`config.mk`:
```
export PLATFORM = sky130hd
export DESIGN_NAME = io_cmd
export DESIGN_NICKNAME = d
export VERILOG_FILES = /design/src/io_cmd_pkg.sv /design/src/dac_store.sv /design/src/io_cmd.sv
export SDC_FILE = /design/constraint.sdc
export NUM_CORES = 1
export LEC_CHECK = 0
export BUFFER_PORTS_ARGS = -buffer_cell sky130_fd_sc_hd__buf_2
export CORE_MARGIN = 4
export CORE_UTILIZATION = 41
export CTS_BUF_LIST = sky130_fd_sc_hd__clkbuf_16
export DETAILED_ROUTE_END_ITERATION = 16
export SYNTH_ARGS = -nofsm -noshare
export SYNTH_HDL_FRONTEND = slang
export SYNTH_SLANG_ARGS = --single-unit
```
`constraint.sdc`:
```
create_clock -name mclk -period 6.87 [get_ports mclk]
set_input_delay 1.0305 -clock mclk [delete_from_list [all_inputs] [get_ports mclk]]
set_output_delay 1.0305 -clock mclk [all_outputs]
set_load 0.005 [all_outputs]
```
`src/io_cmd_pkg.sv`:
```
/*
  Shared constants for the digital and analog I/O command block: the APB
  register offsets, the field positions inside the command words, the widths
  and the reset values.
  Assumes a 32-bit APB with every register on one aligned word.
*/
package io_cmd_pkg;

  // Sizes of the I/O resources
  localparam int DIO_W      = 16;         // Digital outputs and inputs
  localparam int BANK_W     = 8;          // Bits in one digital bank
  localparam int ACH_N      = 8;          // Analog channels per direction
  localparam int ACH_W      = 3;          // Analog channel number width
  localparam int CODE_W     = 12;         // Converter resolution
  localparam int RNG_W      = 2;          // Range select width
  localparam int AI_SCALE_SH = 3;         // Integer input code is code times 8

  // Register byte offsets
  localparam logic [7:0] OFF_DOUT    = 8'h00; // Bank write, both banks
  localparam logic [7:0] OFF_SET     = 8'h04; // Set one output
  localparam logic [7:0] OFF_CLR     = 8'h08; // Clear one output
  localparam logic [7:0] OFF_COND    = 8'h0c; // Conditional output write
  localparam logic [7:0] OFF_OUT_RB  = 8'h10; // Single output readback
  localparam logic [7:0] OFF_IN_RD   = 8'h14; // Single input read
  localparam logic [7:0] OFF_POL     = 8'h18; // Per-input active level
  localparam logic [7:0] OFF_BANK    = 8'h1c; // Bank status read
  localparam logic [7:0] OFF_DTRIP   = 8'h20; // Digital trip point
  localparam logic [7:0] OFF_AICFG   = 8'h24; // Analog input mode and range
  localparam logic [7:0] OFF_AOCFG   = 8'h28; // Analog output range
  localparam logic [7:0] OFF_ATRIP   = 8'h2c; // Analog trip point
  localparam logic [7:0] OFF_AOSET   = 8'h30; // Analog output write
  localparam logic [7:0] OFF_AO_RB   = 8'h34; // Analog output readback
  localparam logic [7:0] OFF_AI_RD   = 8'h38; // Analog input voltage code
  localparam logic [7:0] OFF_AI_INT  = 8'h3c; // Analog input integer code
  localparam logic [7:0] OFF_STATUS  = 8'h40; // Hold flags

  // Field positions
  localparam int SEL_LSB     = 0;         // Bit, bank or channel number
  localparam int COND_OP_LSB = 4;         // Conditional operand, bits 31:4
  localparam int BANK1_LSB   = 8;         // Bank 1 in the bank write word
  localparam int LVL_LSB     = 16;        // Required levels of the trip
  localparam int DIFF_BIT    = 0;         // Differential input mode
  localparam int AIRNG_LSB   = 1;         // Input range select
  localparam int DIR_BIT     = 4;         // Analog trip direction
  localparam int CODE_LSB    = 16;        // Threshold or output code
  localparam int ST_DHOLD    = 0;         // Digital hold active
  localparam int ST_AHOLD    = 1;         // Analog hold active

  // Reset values
  localparam logic [15:0] DOUT_RST = 16'h0000; // All outputs off
  localparam logic [15:0] POL_RST  = 16'h0000; // High is active
  localparam logic        DIFF_RST = 1'b0;     // Single-ended is default

endpackage : io_cmd_pkg

```
`src/dac_store.sv`:
```
/*
  Small memory holding the last code written to each analog output channel.
  Read data comes out of a register one edge after the address.
  Assumes one writer and one reader on the same clock.
*/
`timescale 1ns/10ps
module dac_store
  import io_cmd_pkg::*;
(
  input  wire logic                mclk,   // Block clock
  input  wire logic                we,     // Write strobe
  input  wire logic [ACH_W-1:0]    waddr,  // Channel written
  input  wire logic [CODE_W-1:0]   wdata,  // Code written
  input  wire logic [ACH_W-1:0]    raddr,  // Channel read
  output logic      [CODE_W-1:0]   rdata   // Registered read data
);

  // Storage, one word per channel
  logic [CODE_W-1:0] mem [ACH_N];

  // Write port; no reset so it maps onto plain memory cells
  always_ff @(posedge mclk) begin
    if (we) begin
      mem[waddr] <= wdata;
    end
  end

  // Registered read; a same-edge write shows one edge later
  always_ff @(posedge mclk) begin
    rdata <= mem[raddr];
  end

endmodule : dac_store

```
`src/io_cmd.sv`:
```
/*
  APB-reached I/O command logic: sixteen digital outputs in two banks,
  sixteen digital inputs with selectable active level, trip-point holds on
  digital and analog inputs, and eight analog channels each way.
  Assumes inputs synchronous to mclk and an external converter that delivers
  eight 12-bit input codes and takes one output update at a time.
*/
// Overview of operation
// - Set and clear drive one output
// - Conditional write sets if operand nonzero
// - Bank write loads outputs, bit k drives k
// - First operand bank 0, second bank 1
// - Any single output state reads back
// - Single input read returns selected level
// - Per-input active level setting
// - Bank status read returns whole bank
// - Digital hold until input combination met
// - Analog input read gives 12-bit code
// - Integer input code is code times eight
// - Inputs single-ended or four differential
// - Input range selectable by configuration
// - Analog hold until rise or fall
// - Condition already met skips the hold
// - Analog output write and readback
// - Analog outputs are 12-bit
// - Integer output code unscaled
// - Separate output range setting
`timescale 1ns/10ps
module io_cmd
  import io_cmd_pkg::*;
(
  input  wire logic                      mclk,         // Block clock, 250 MHz
  input  wire logic                      rst,          // Async reset, high
  input  wire logic                      psel,         // APB select
  input  wire logic                      penable,      // APB access phase
  input  wire logic                      pwrite,       // APB direction
  input  wire logic [7:0]                paddr,        // APB byte address
  input  wire logic [31:0]               pwdata,       // APB write data
  output logic      [31:0]               prdata,       // APB read data
  output logic                           pready,       // APB ready
  output logic                           pslverr,      // APB error
  input  wire logic [DIO_W-1:0]          din,          // Digital input pins
  output logic      [DIO_W-1:0]          dout,         // Digital output pins
  input  wire logic [ACH_N*CODE_W-1:0]   adc_code,     // Input codes, ch 0 low
  output logic                           ai_diff_mode, // Differential inputs
  output logic      [RNG_W-1:0]          ai_range,     // Input range select
  output logic      [RNG_W-1:0]          ao_range,     // Output range select
  output logic                           dac_wr,       // Output update pulse
  output logic      [ACH_W-1:0]          dac_ch,       // Output channel
  output logic      [CODE_W-1:0]         dac_code,     // Output code
  output logic                           digital_hold, // Digital trip waiting
  output logic                           voltage_hold  // Analog trip waiting
);

  // All block state
  typedef struct packed {
    logic [DIO_W-1:0]  dout;      // Output register
    logic [DIO_W-1:0]  pol;       // One means input active when low
    logic [3:0]        osel;      // Output readback selection
    logic [3:0]        isel;      // Input read selection
    logic              bsel;      // Bank status selection
    logic [DIO_W-1:0]  dmask;     // Inputs taking part in the trip
    logic [DIO_W-1:0]  dlvl;      // Required level per input
    logic              dwait;     // Digital hold active
    logic              diff;      // Differential input mode
    logic [RNG_W-1:0]  airng;     // Input range
    logic [RNG_W-1:0]  aorng;     // Output range
    logic [ACH_W-1:0]  aisel;     // Analog input read selection
    logic [ACH_W-1:0]  tch;       // Analog trip channel
    logic              tdir;      // Zero rise, one fall
    logic [CODE_W-1:0] thr;       // Analog trip threshold
    logic              await_;    // Analog hold active
    logic [ACH_W-1:0]  aosel;     // Analog output readback selection
    logic              dac_wr;    // Output update pulse
    logic [ACH_W-1:0]  dac_ch;    // Output channel
    logic [CODE_W-1:0] dac_code;  // Output code
    logic [31:0]       prdata;    // Read data register
    logic              pready;    // Ready register
    logic              pslverr;   // Error register
  } regs_s;

  regs_s st;                       // Present state
  regs_s next_st;                  // Next state

  logic                wr_acc;     // Write taking effect this edge
  logic                rd_setup;   // Read setup cycle
  logic [DIO_W-1:0]    act;        // Inputs after active-level mapping
  logic [ACH_W-1:0]    ai_ch;      // Read channel, trimmed in diff mode
  logic [ACH_W-1:0]    at_ch;      // Trip channel, trimmed in diff mode
  logic [CODE_W-1:0]   ai_val;     // Selected input code
  logic [CODE_W-1:0]   at_val;     // Trip channel code
  logic [CODE_W-1:0]   new_thr;    // Threshold being armed
  logic [ACH_W-1:0]    new_ch;     // Trip channel being armed
  logic                dmet;       // Digital combination met now
  logic                amet;       // Analog condition met on live trip
  logic                amet_new;   // Analog condition met at arm
  logic [CODE_W-1:0]   ao_rdata;   // Stored output code
  logic [CODE_W-1:0]   new_code;   // Code field of the write word

  // Transfer phases; writes act only at the access edge
  assign wr_acc   = psel && penable && pwrite;
  assign rd_setup = psel && !penable && !pwrite;

  // Active-level mapping of the digital inputs
  assign act = din ^ st.pol;

  // Differential mode leaves four channels, so the top number bit is dropped
  assign ai_ch  = st.diff ? {1'b0, st.aisel[1:0]} : st.aisel;
  assign at_ch  = st.diff ? {1'b0, st.tch[1:0]} : st.tch;
  assign new_ch = pwdata[SEL_LSB +: ACH_W];
  assign ai_val = adc_code[ai_ch*CODE_W +: CODE_W];
  assign at_val = adc_code[at_ch*CODE_W +: CODE_W];
  assign new_thr  = pwdata[CODE_LSB +: CODE_W];
  assign new_code = pwdata[CODE_LSB +: CODE_W];

  // Every listed input at its required level; unlisted inputs are free
  assign dmet = ((act ~^ st.dlvl) & st.dmask) == st.dmask;

  // Rise waits for above, fall for below the threshold
  assign amet = st.tdir ? (at_val < st.thr) : (at_val > st.thr);

  // Condition as seen by the command that arms the trip
  always_comb begin
    logic [ACH_W-1:0]  ch;
    logic [CODE_W-1:0] v;
    ch = st.diff ? {1'b0, new_ch[1:0]} : new_ch;
    v  = adc_code[ch*CODE_W +: CODE_W];
    amet_new = pwdata[DIR_BIT] ? (v < new_thr) : (v > new_thr);
  end

  // Stored analog output codes; read address follows the next selection
  dac_store u_store (
    .mclk  (mclk),
    .we    (wr_acc && paddr == OFF_AOSET),
    .waddr (new_ch),
    .wdata (new_code),
    .raddr (next_st.aosel),
    .rdata (ao_rdata)
  );

  // Next-state logic: register writes, holds and the read data register
  always_comb begin
    next_st        = st;
    next_st.dac_wr = 1'b0;                 // Update is a one-cycle pulse
    next_st.pready = 1'b0;

    // Holds release once their condition is met
    if (st.dwait && dmet) begin
      next_st.dwait = 1'b0;
    end
    if (st.await_ && amet) begin
      next_st.await_ = 1'b0;
    end

    // Register writes
    if (wr_acc) begin
      case (paddr)
        OFF_DOUT: begin
          next_st.dout[0 +: BANK_W]         = pwdata[0 +: BANK_W];
          next_st.dout[BANK1_LSB +: BANK_W] = pwdata[BANK1_LSB +: BANK_W];
        end
        OFF_SET: begin
          next_st.dout[pwdata[3:0]] = 1'b1;
        end
        OFF_CLR: begin
          next_st.dout[pwdata[3:0]] = 1'b0;
        end
        OFF_COND: begin
          next_st.dout[pwdata[3:0]] = |pwdata[31:COND_OP_LSB];
        end
        OFF_OUT_RB: next_st.osel  = pwdata[3:0];
        OFF_IN_RD:  next_st.isel  = pwdata[3:0];
        OFF_POL:    next_st.pol   = pwdata[DIO_W-1:0];
        OFF_BANK:   next_st.bsel  = pwdata[SEL_LSB];
        OFF_DTRIP: begin
          // A new combination replaces any pending one
          next_st.dmask = pwdata[DIO_W-1:0];
          next_st.dlvl  = pwdata[LVL_LSB +: DIO_W];
          next_st.dwait = 1'b1;
        end
        OFF_AICFG: begin
          next_st.diff  = pwdata[DIFF_BIT];
          next_st.airng = pwdata[AIRNG_LSB +: RNG_W];
        end
        OFF_AOCFG: next_st.aorng = pwdata[RNG_W-1:0];
        OFF_ATRIP: begin
          next_st.tch    = new_ch;
          next_st.tdir   = pwdata[DIR_BIT];
          next_st.thr    = new_thr;
          next_st.await_ = !amet_new;
        end
        OFF_AOSET: begin
          next_st.dac_wr   = 1'b1;
          next_st.dac_ch   = new_ch;
          next_st.dac_code = new_code;
        end
        OFF_AO_RB: next_st.aosel = new_ch;
        OFF_AI_RD: next_st.aisel = new_ch;
        OFF_AI_INT: next_st.aisel = new_ch;
        default: begin
          // Unmapped writes change nothing
        end
      endcase
    end

    // Read data is built in setup so it is registered for the access edge
    if (psel && !penable) begin
      next_st.pready  = 1'b1;
      next_st.pslverr = 1'b0;
      next_st.prdata  = '0;
      case (paddr)
        OFF_DOUT:   next_st.prdata[DIO_W-1:0] = st.dout;
        OFF_SET:    next_st.prdata = '0;
        OFF_CLR:    next_st.prdata = '0;
        OFF_COND:   next_st.prdata = '0;
        OFF_OUT_RB: next_st.prdata[0] = st.dout[st.osel];
        OFF_IN_RD:  next_st.prdata[0] = act[st.isel];
        OFF_POL:    next_st.prdata[DIO_W-1:0] = st.pol;
        OFF_BANK:   next_st.prdata[BANK_W-1:0] = act[st.bsel*BANK_W +: BANK_W];
        OFF_DTRIP: begin
          next_st.prdata[DIO_W-1:0]        = st.dmask;
          next_st.prdata[LVL_LSB +: DIO_W] = st.dlvl;
        end
        OFF_AICFG: begin
          next_st.prdata[DIFF_BIT]              = st.diff;
          next_st.prdata[AIRNG_LSB +: RNG_W]    = st.airng;
        end
        OFF_AOCFG:  next_st.prdata[RNG_W-1:0] = st.aorng;
        OFF_ATRIP: begin
          next_st.prdata[SEL_LSB +: ACH_W]  = st.tch;
          next_st.prdata[DIR_BIT]           = st.tdir;
          next_st.prdata[CODE_LSB +: CODE_W] = st.thr;
        end
        OFF_AOSET:  next_st.prdata = '0;
        OFF_AO_RB:  next_st.prdata[CODE_W-1:0] = ao_rdata;
        OFF_AI_RD:  next_st.prdata[CODE_W-1:0] = ai_val;
        OFF_AI_INT: next_st.prdata[CODE_W+AI_SCALE_SH-1:0] = {ai_val, 3'b000};
        OFF_STATUS: begin
          next_st.prdata[ST_DHOLD] = st.dwait;
          next_st.prdata[ST_AHOLD] = st.await_;
        end
        default: begin
          // Unmapped address answers with an error and zero data
          next_st.pslverr = 1'b1;
        end
      endcase
    end
  end

  // State register; everything clears, so all outputs start off
  always_ff @(posedge mclk or posedge rst) begin
    if (rst) begin
      st      <= '0;
      st.dout <= DOUT_RST;
      st.pol  <= POL_RST;
      st.diff <= DIFF_RST;
    end else begin
      st <= next_st;
    end
  end

  // Outputs straight from the state register
  assign prdata       = st.prdata;
  assign pready       = st.pready;
  assign pslverr      = st.pslverr;
  assign dout         = st.dout;
  assign ai_diff_mode = st.diff;
  assign ai_range     = st.airng;
  assign ao_range     = st.aorng;
  assign dac_wr       = st.dac_wr;
  assign dac_ch       = st.dac_ch;
  assign dac_code     = st.dac_code;
  assign digital_hold = st.dwait;
  assign voltage_hold = st.await_;

  // Set command turns the addressed output on one edge later
  set_bit_a: assert property (@(posedge mclk) disable iff (rst)
    (wr_acc && paddr == OFF_SET) |=> dout[$past(pwdata[3:0])])
    else $error("set command did not turn output on");

  // Clear command turns the addressed output off
  clear_bit_a: assert property (@(posedge mclk) disable iff (rst)
    (wr_acc && paddr == OFF_CLR) |=> !dout[$past(pwdata[3:0])])
    else $error("clear command did not turn output off");

  // Conditional write follows whether the operand is zero
  cond_write_a: assert property (@(posedge mclk) disable iff (rst)
    (wr_acc && paddr == OFF_COND) |=>
      dout[$past(pwdata[3:0])] == ($past(pwdata[31:4]) != 28'h0000000))
    else $error("conditional write gave wrong output level");

  // Bank write loads both banks from their operands
  bank_write_a: assert property (@(posedge mclk) disable iff (rst)
    (wr_acc && paddr == OFF_DOUT) |=> dout == $past(pwdata[15:0]))
    else $error("bank write did not load outputs");

  // Output readback reports the selected output
  out_readback_a: assert property (@(posedge mclk) disable iff (rst)
    (rd_setup && paddr == OFF_OUT_RB) |=> prdata[0] == dout[st.osel] && pready)
    else $error("output readback wrong");

  // Single input read honours the active-level setting
  in_level_a: assert property (@(posedge mclk) disable iff (rst)
    (rd_setup && paddr == OFF_IN_RD) |=>
      prdata[0] == $past(din[st.isel] ^ st.pol[st.isel]))
    else $error("input read ignores active level");

  // Digital hold releases one edge after its combination is met
  dhold_release_a: assert property (@(posedge mclk) disable iff (rst)
    (digital_hold && dmet && !(wr_acc && paddr == OFF_DTRIP)) |=> !digital_hold)
    else $error("digital hold did not release");

  // Integer input code is eight times the voltage code
  ai_scale_a: assert property (@(posedge mclk) disable iff (rst)
    (rd_setup && paddr == OFF_AI_INT && $stable(adc_code)) |=>
      prdata == {17'h00000, $past(ai_val), 3'b000})
    else $error("integer input code not scaled by eight");

  // A trip armed with its condition already met never holds
  atrip_pass_a: assert property (@(posedge mclk) disable iff (rst)
    (wr_acc && paddr == OFF_ATRIP && amet_new) |=> !voltage_hold)
    else $error("analog trip held although condition met");

  // Output write pulses the converter with the written code
  dac_write_a: assert property (@(posedge mclk) disable iff (rst)
    (wr_acc && paddr == OFF_AOSET) |=>
      dac_wr && dac_code == $past(new_code) ##1 !dac_wr)
    else $error("analog output write not passed on");

  // Bank status read reports the chosen bank after level mapping
  bank_status_a: assert property (@(posedge mclk) disable iff (rst)
    (rd_setup && paddr == OFF_BANK) |=> prdata[7:0] ==
      $past(st.bsel ? (din[15:8] ^ st.pol[15:8]) : (din[7:0] ^ st.pol[7:0])))
    else $error("bank status read wrong");

  // Analog hold releases one edge after its condition is met
  ahold_release_a: assert property (@(posedge mclk) disable iff (rst)
    (voltage_hold && amet && !(wr_acc && paddr == OFF_ATRIP)) |=> !voltage_hold)
    else $error("analog hold did not release");

  // Input mode write selects single-ended or differential
  input_mode_a: assert property (@(posedge mclk) disable iff (rst)
    (wr_acc && paddr == OFF_AICFG) |=> ai_diff_mode == $past(pwdata[DIFF_BIT]))
    else $error("input mode not taken");

endmodule : io_cmd

```
==> summary.txt <==
commonest non-fill, non-tap cell in the layout: buf_2
CP Buf/Inv Count: 1
Place WS: 2.63 ns
Worst-path clk slew: 0.06 ns
Setup crit end kind: register
Post-CTS Setup Bufs: 0
Synth Net Count: 1,445
Final Core Density: 0.470
Initial Util: 0.414
worst min-delay path category: reg -> reg
Critical Path Most Common Cell: a21o_1
Total GRT Usage: 0.242
first-pass GRT wire length: 74,600 µm
cell count after synthesis: 1,264
CP required: 7.30 ns
Peak Freq: 0.273 GHz
Post-CTS Resized: 0
post-route worst setup slack: 3.21 ns
CTS Buf Count: 28
Final Slew Violations: 0
DRC Markers: 0
DR WL/cell: 26.5 µm
Pleak: 0.00736 µW
Worst Tran Pin Value: 1.10 ns
Hold Buf Count CTS: 0
Yosys cell types: 68
Vias per Instance: 6.01
Die Y: 200 µm
Skew-Pair Late Insertion Delay: 0.58 ns
FP Rows: 70
layout cell share with drive strength beyond 1: 0.367
1st-pass router iterations: 7
total number of yosys warnings: 0
Synth Flop Type: dfrtp_1
largest net degree at the start of global routing: 82
CTS tree: built
Layout area overhead: 13.5%
num ports: 230
worst hold slack: 0.471 ns
Arrival @ worst endpoint: 4.09 ns
slowest cell on the critical path: buf_2
worst relative slew slack: 0.263
Iter 0 DRT Violations: 894
most frequent cells in the layout: 229 x buf_2, 152 x dfrtp_1, 119 x mux2_2
die width: 200 µm
Final Wtd Congestion: 0.939
Final setup viols: 0
via count: 11,334
kind of cell adding the most delay to the critical path: compound AO/OA/AOI/OAI gates
Netlist Area Pre-Place: 15,100 µm²
PwrDens: 212 nW/µm²
RSZ-0062 raised after global routing: false
Clock Path Buffers: 3
crit-path cells: buf_2 -> mux4_2 -> mux2_2 -> ha_1 -> a21o_1 -> a21o_1 -> a2111oi_0 -> a21o_1 -> o22ai_1
port bufs: 229
Layout Nets: 1,577
CP Launch Type: input pin
antenna violations before repair: 4
EDFF count, synth: 96
Max VDD drop: 0.153 mV
Max-Cap Viols: 0
vias in the first global route: 11,568
root buffer cell: clkbuf_16
Cells after DPL: 1,834
post-route ant nets: 0
H-tree depth: 1
FFs w/ async S/R, synth: 0.585
final hold vios: 0
core area: 36,500 µm²
Tcrit/Tclk final: 0.533
Finished Layout Cells: 1,887
total grt overflow: 0
Clock Skews: 0.0311 ns
Routed WL: 50,100 µm
Mean Syn Cell Area: 12.0 µm²
setup TNS: 0 ns
DP HPWL: 37,500 µm
slowest cell delay on critical path: 0.67 ns
Yosys reg bits: 260
status: complete, no violations
clk sinks: 260
R2R setup slack: 3.68 ns
min Tclk post-route: 3.66 ns
Max FO, Critical Path: 25
die area: 40,100 µm²
Crit Path Category: in -> reg
register area share after synthesis: 0.458
FILL cells: 3,329
==> final cells by class <==
cell class              count  area [µm²]  area share
multi-input cells         819        7250       0.422
clock buffers              29         726      0.0423
clock inverters            23         223      0.0130
well taps                 468         586      0.0341
diodes                      1        2.50    0.000146
flip-flops and latches    260        6930       0.403
inverters                  33         129     0.00750
repair buffers            254        1330      0.0777
==> tightest hold or removal path, stage by stage, from the launching register on <==
cell and delay (ns):
dfrtp_1 0.34, nand2_1 0.05, nand2_1 0.05
==> path summary, 6_finish.rpt <==
check | cells past startpoint | from | endpoint
min in group asynchronous | 2 | rst | dout[8]
min reg2reg | 2 | prdata[28] | prdata[28]
min | 2 | prdata[28] | prdata[28]
max in group asynchronous | 3 | rst | st[123]
max | 9 | pwdata[0] | voltage_hold
max reg2reg | 10 | st[67] | voltage_hold
==> cells in the mapped netlist, types with 14 or more instances <==
cell type | number | area share
dfrtp_1 | 152 | 0.25
mux2_2 | 119 | 0.089
nand2_1 | 103 | 0.026
edfxtp_1 | 96 | 0.19
mux4_2 | 80 | 0.12
nor2_1 | 74 | 0.018
buf_4 | 67 | 0.033
o21ai_0 | 67 | 0.022
clkbuf_1 | 59 | 0.015
mux2i_1 | 58 | 0.038
a21oi_1 | 36 | 0.012
inv_1 | 31 | 0.0077
ha_1 | 24 | 0.020
nand3_1 | 24 | 0.0079
xnor2_1 | 24 | 0.014
a22oi_1 | 18 | 0.0089
o22ai_1 | 18 | 0.0074
nor3_1 | 14 | 0.0046
==> flip-flops by register name, indices dropped and copies added, names as in the netlist <==
| register | count |
|---|---|
| u_store.mem | 96 |
| ai_diff_mode | 1 |
| ao_range | 2 |
| digital_hold | 1 |
| voltage_hold | 1 |
| st | 79 |
| pslverr | 1 |
| dac_wr | 1 |
| prdata | 32 |
| ai_range | 2 |
| dac_code | 12 |
| pready | 1 |
| dout | 16 |
| dac_ch | 3 |
| u_store.rdata | 12 |
==> per-stage QoR <==
stage,total power (µW),cell area [µm²]
3_5_place_dp,2130,16200
3_3_place_gp,2120,16200
4_1_cts,3660,17200
2_1_floorplan,1950,15100
5_1_grt,3770,17200
6_report,3640,17200
==> layer usage <==
metal / share of wire / GRT usage / up-vias
li1: - / - / 4981
met3: 0.095 / 0.0646 / 88
met2: 0.45 / 0.373 / 544
met1: 0.42 / 0.339 / 5713
met5: 0.0029 / 0.0167 / -
met4: 0.029 / 0.0691 / 8
==> cell families (layout without fill, tap and decap cells) <==
group / count (synthesis) / after routing / synth area share
AND/OR/NAND/NOR: 279 / 279 / 0.0870
flip-flops: 260 / 260 / 0.458
multiplexers: 259 / 259 / 0.248
AO/OA/AOI/OAI: 225 / 225 / 0.103
buffers and inverters: 185 / 339 / 0.0664
XOR/XNOR: 32 / 32 / 0.0185
adder cells (fa/ha/maj): 24 / 24 / 0.0198
other: 0 / 1 / 0
==> where the power goes <==
part	total (µW)	switching, µW	internal [µW]
logic	423	241	182
clock network	1540	655	886
registers	1670	34.7	1640
Power figures use the tool's default switching activity.
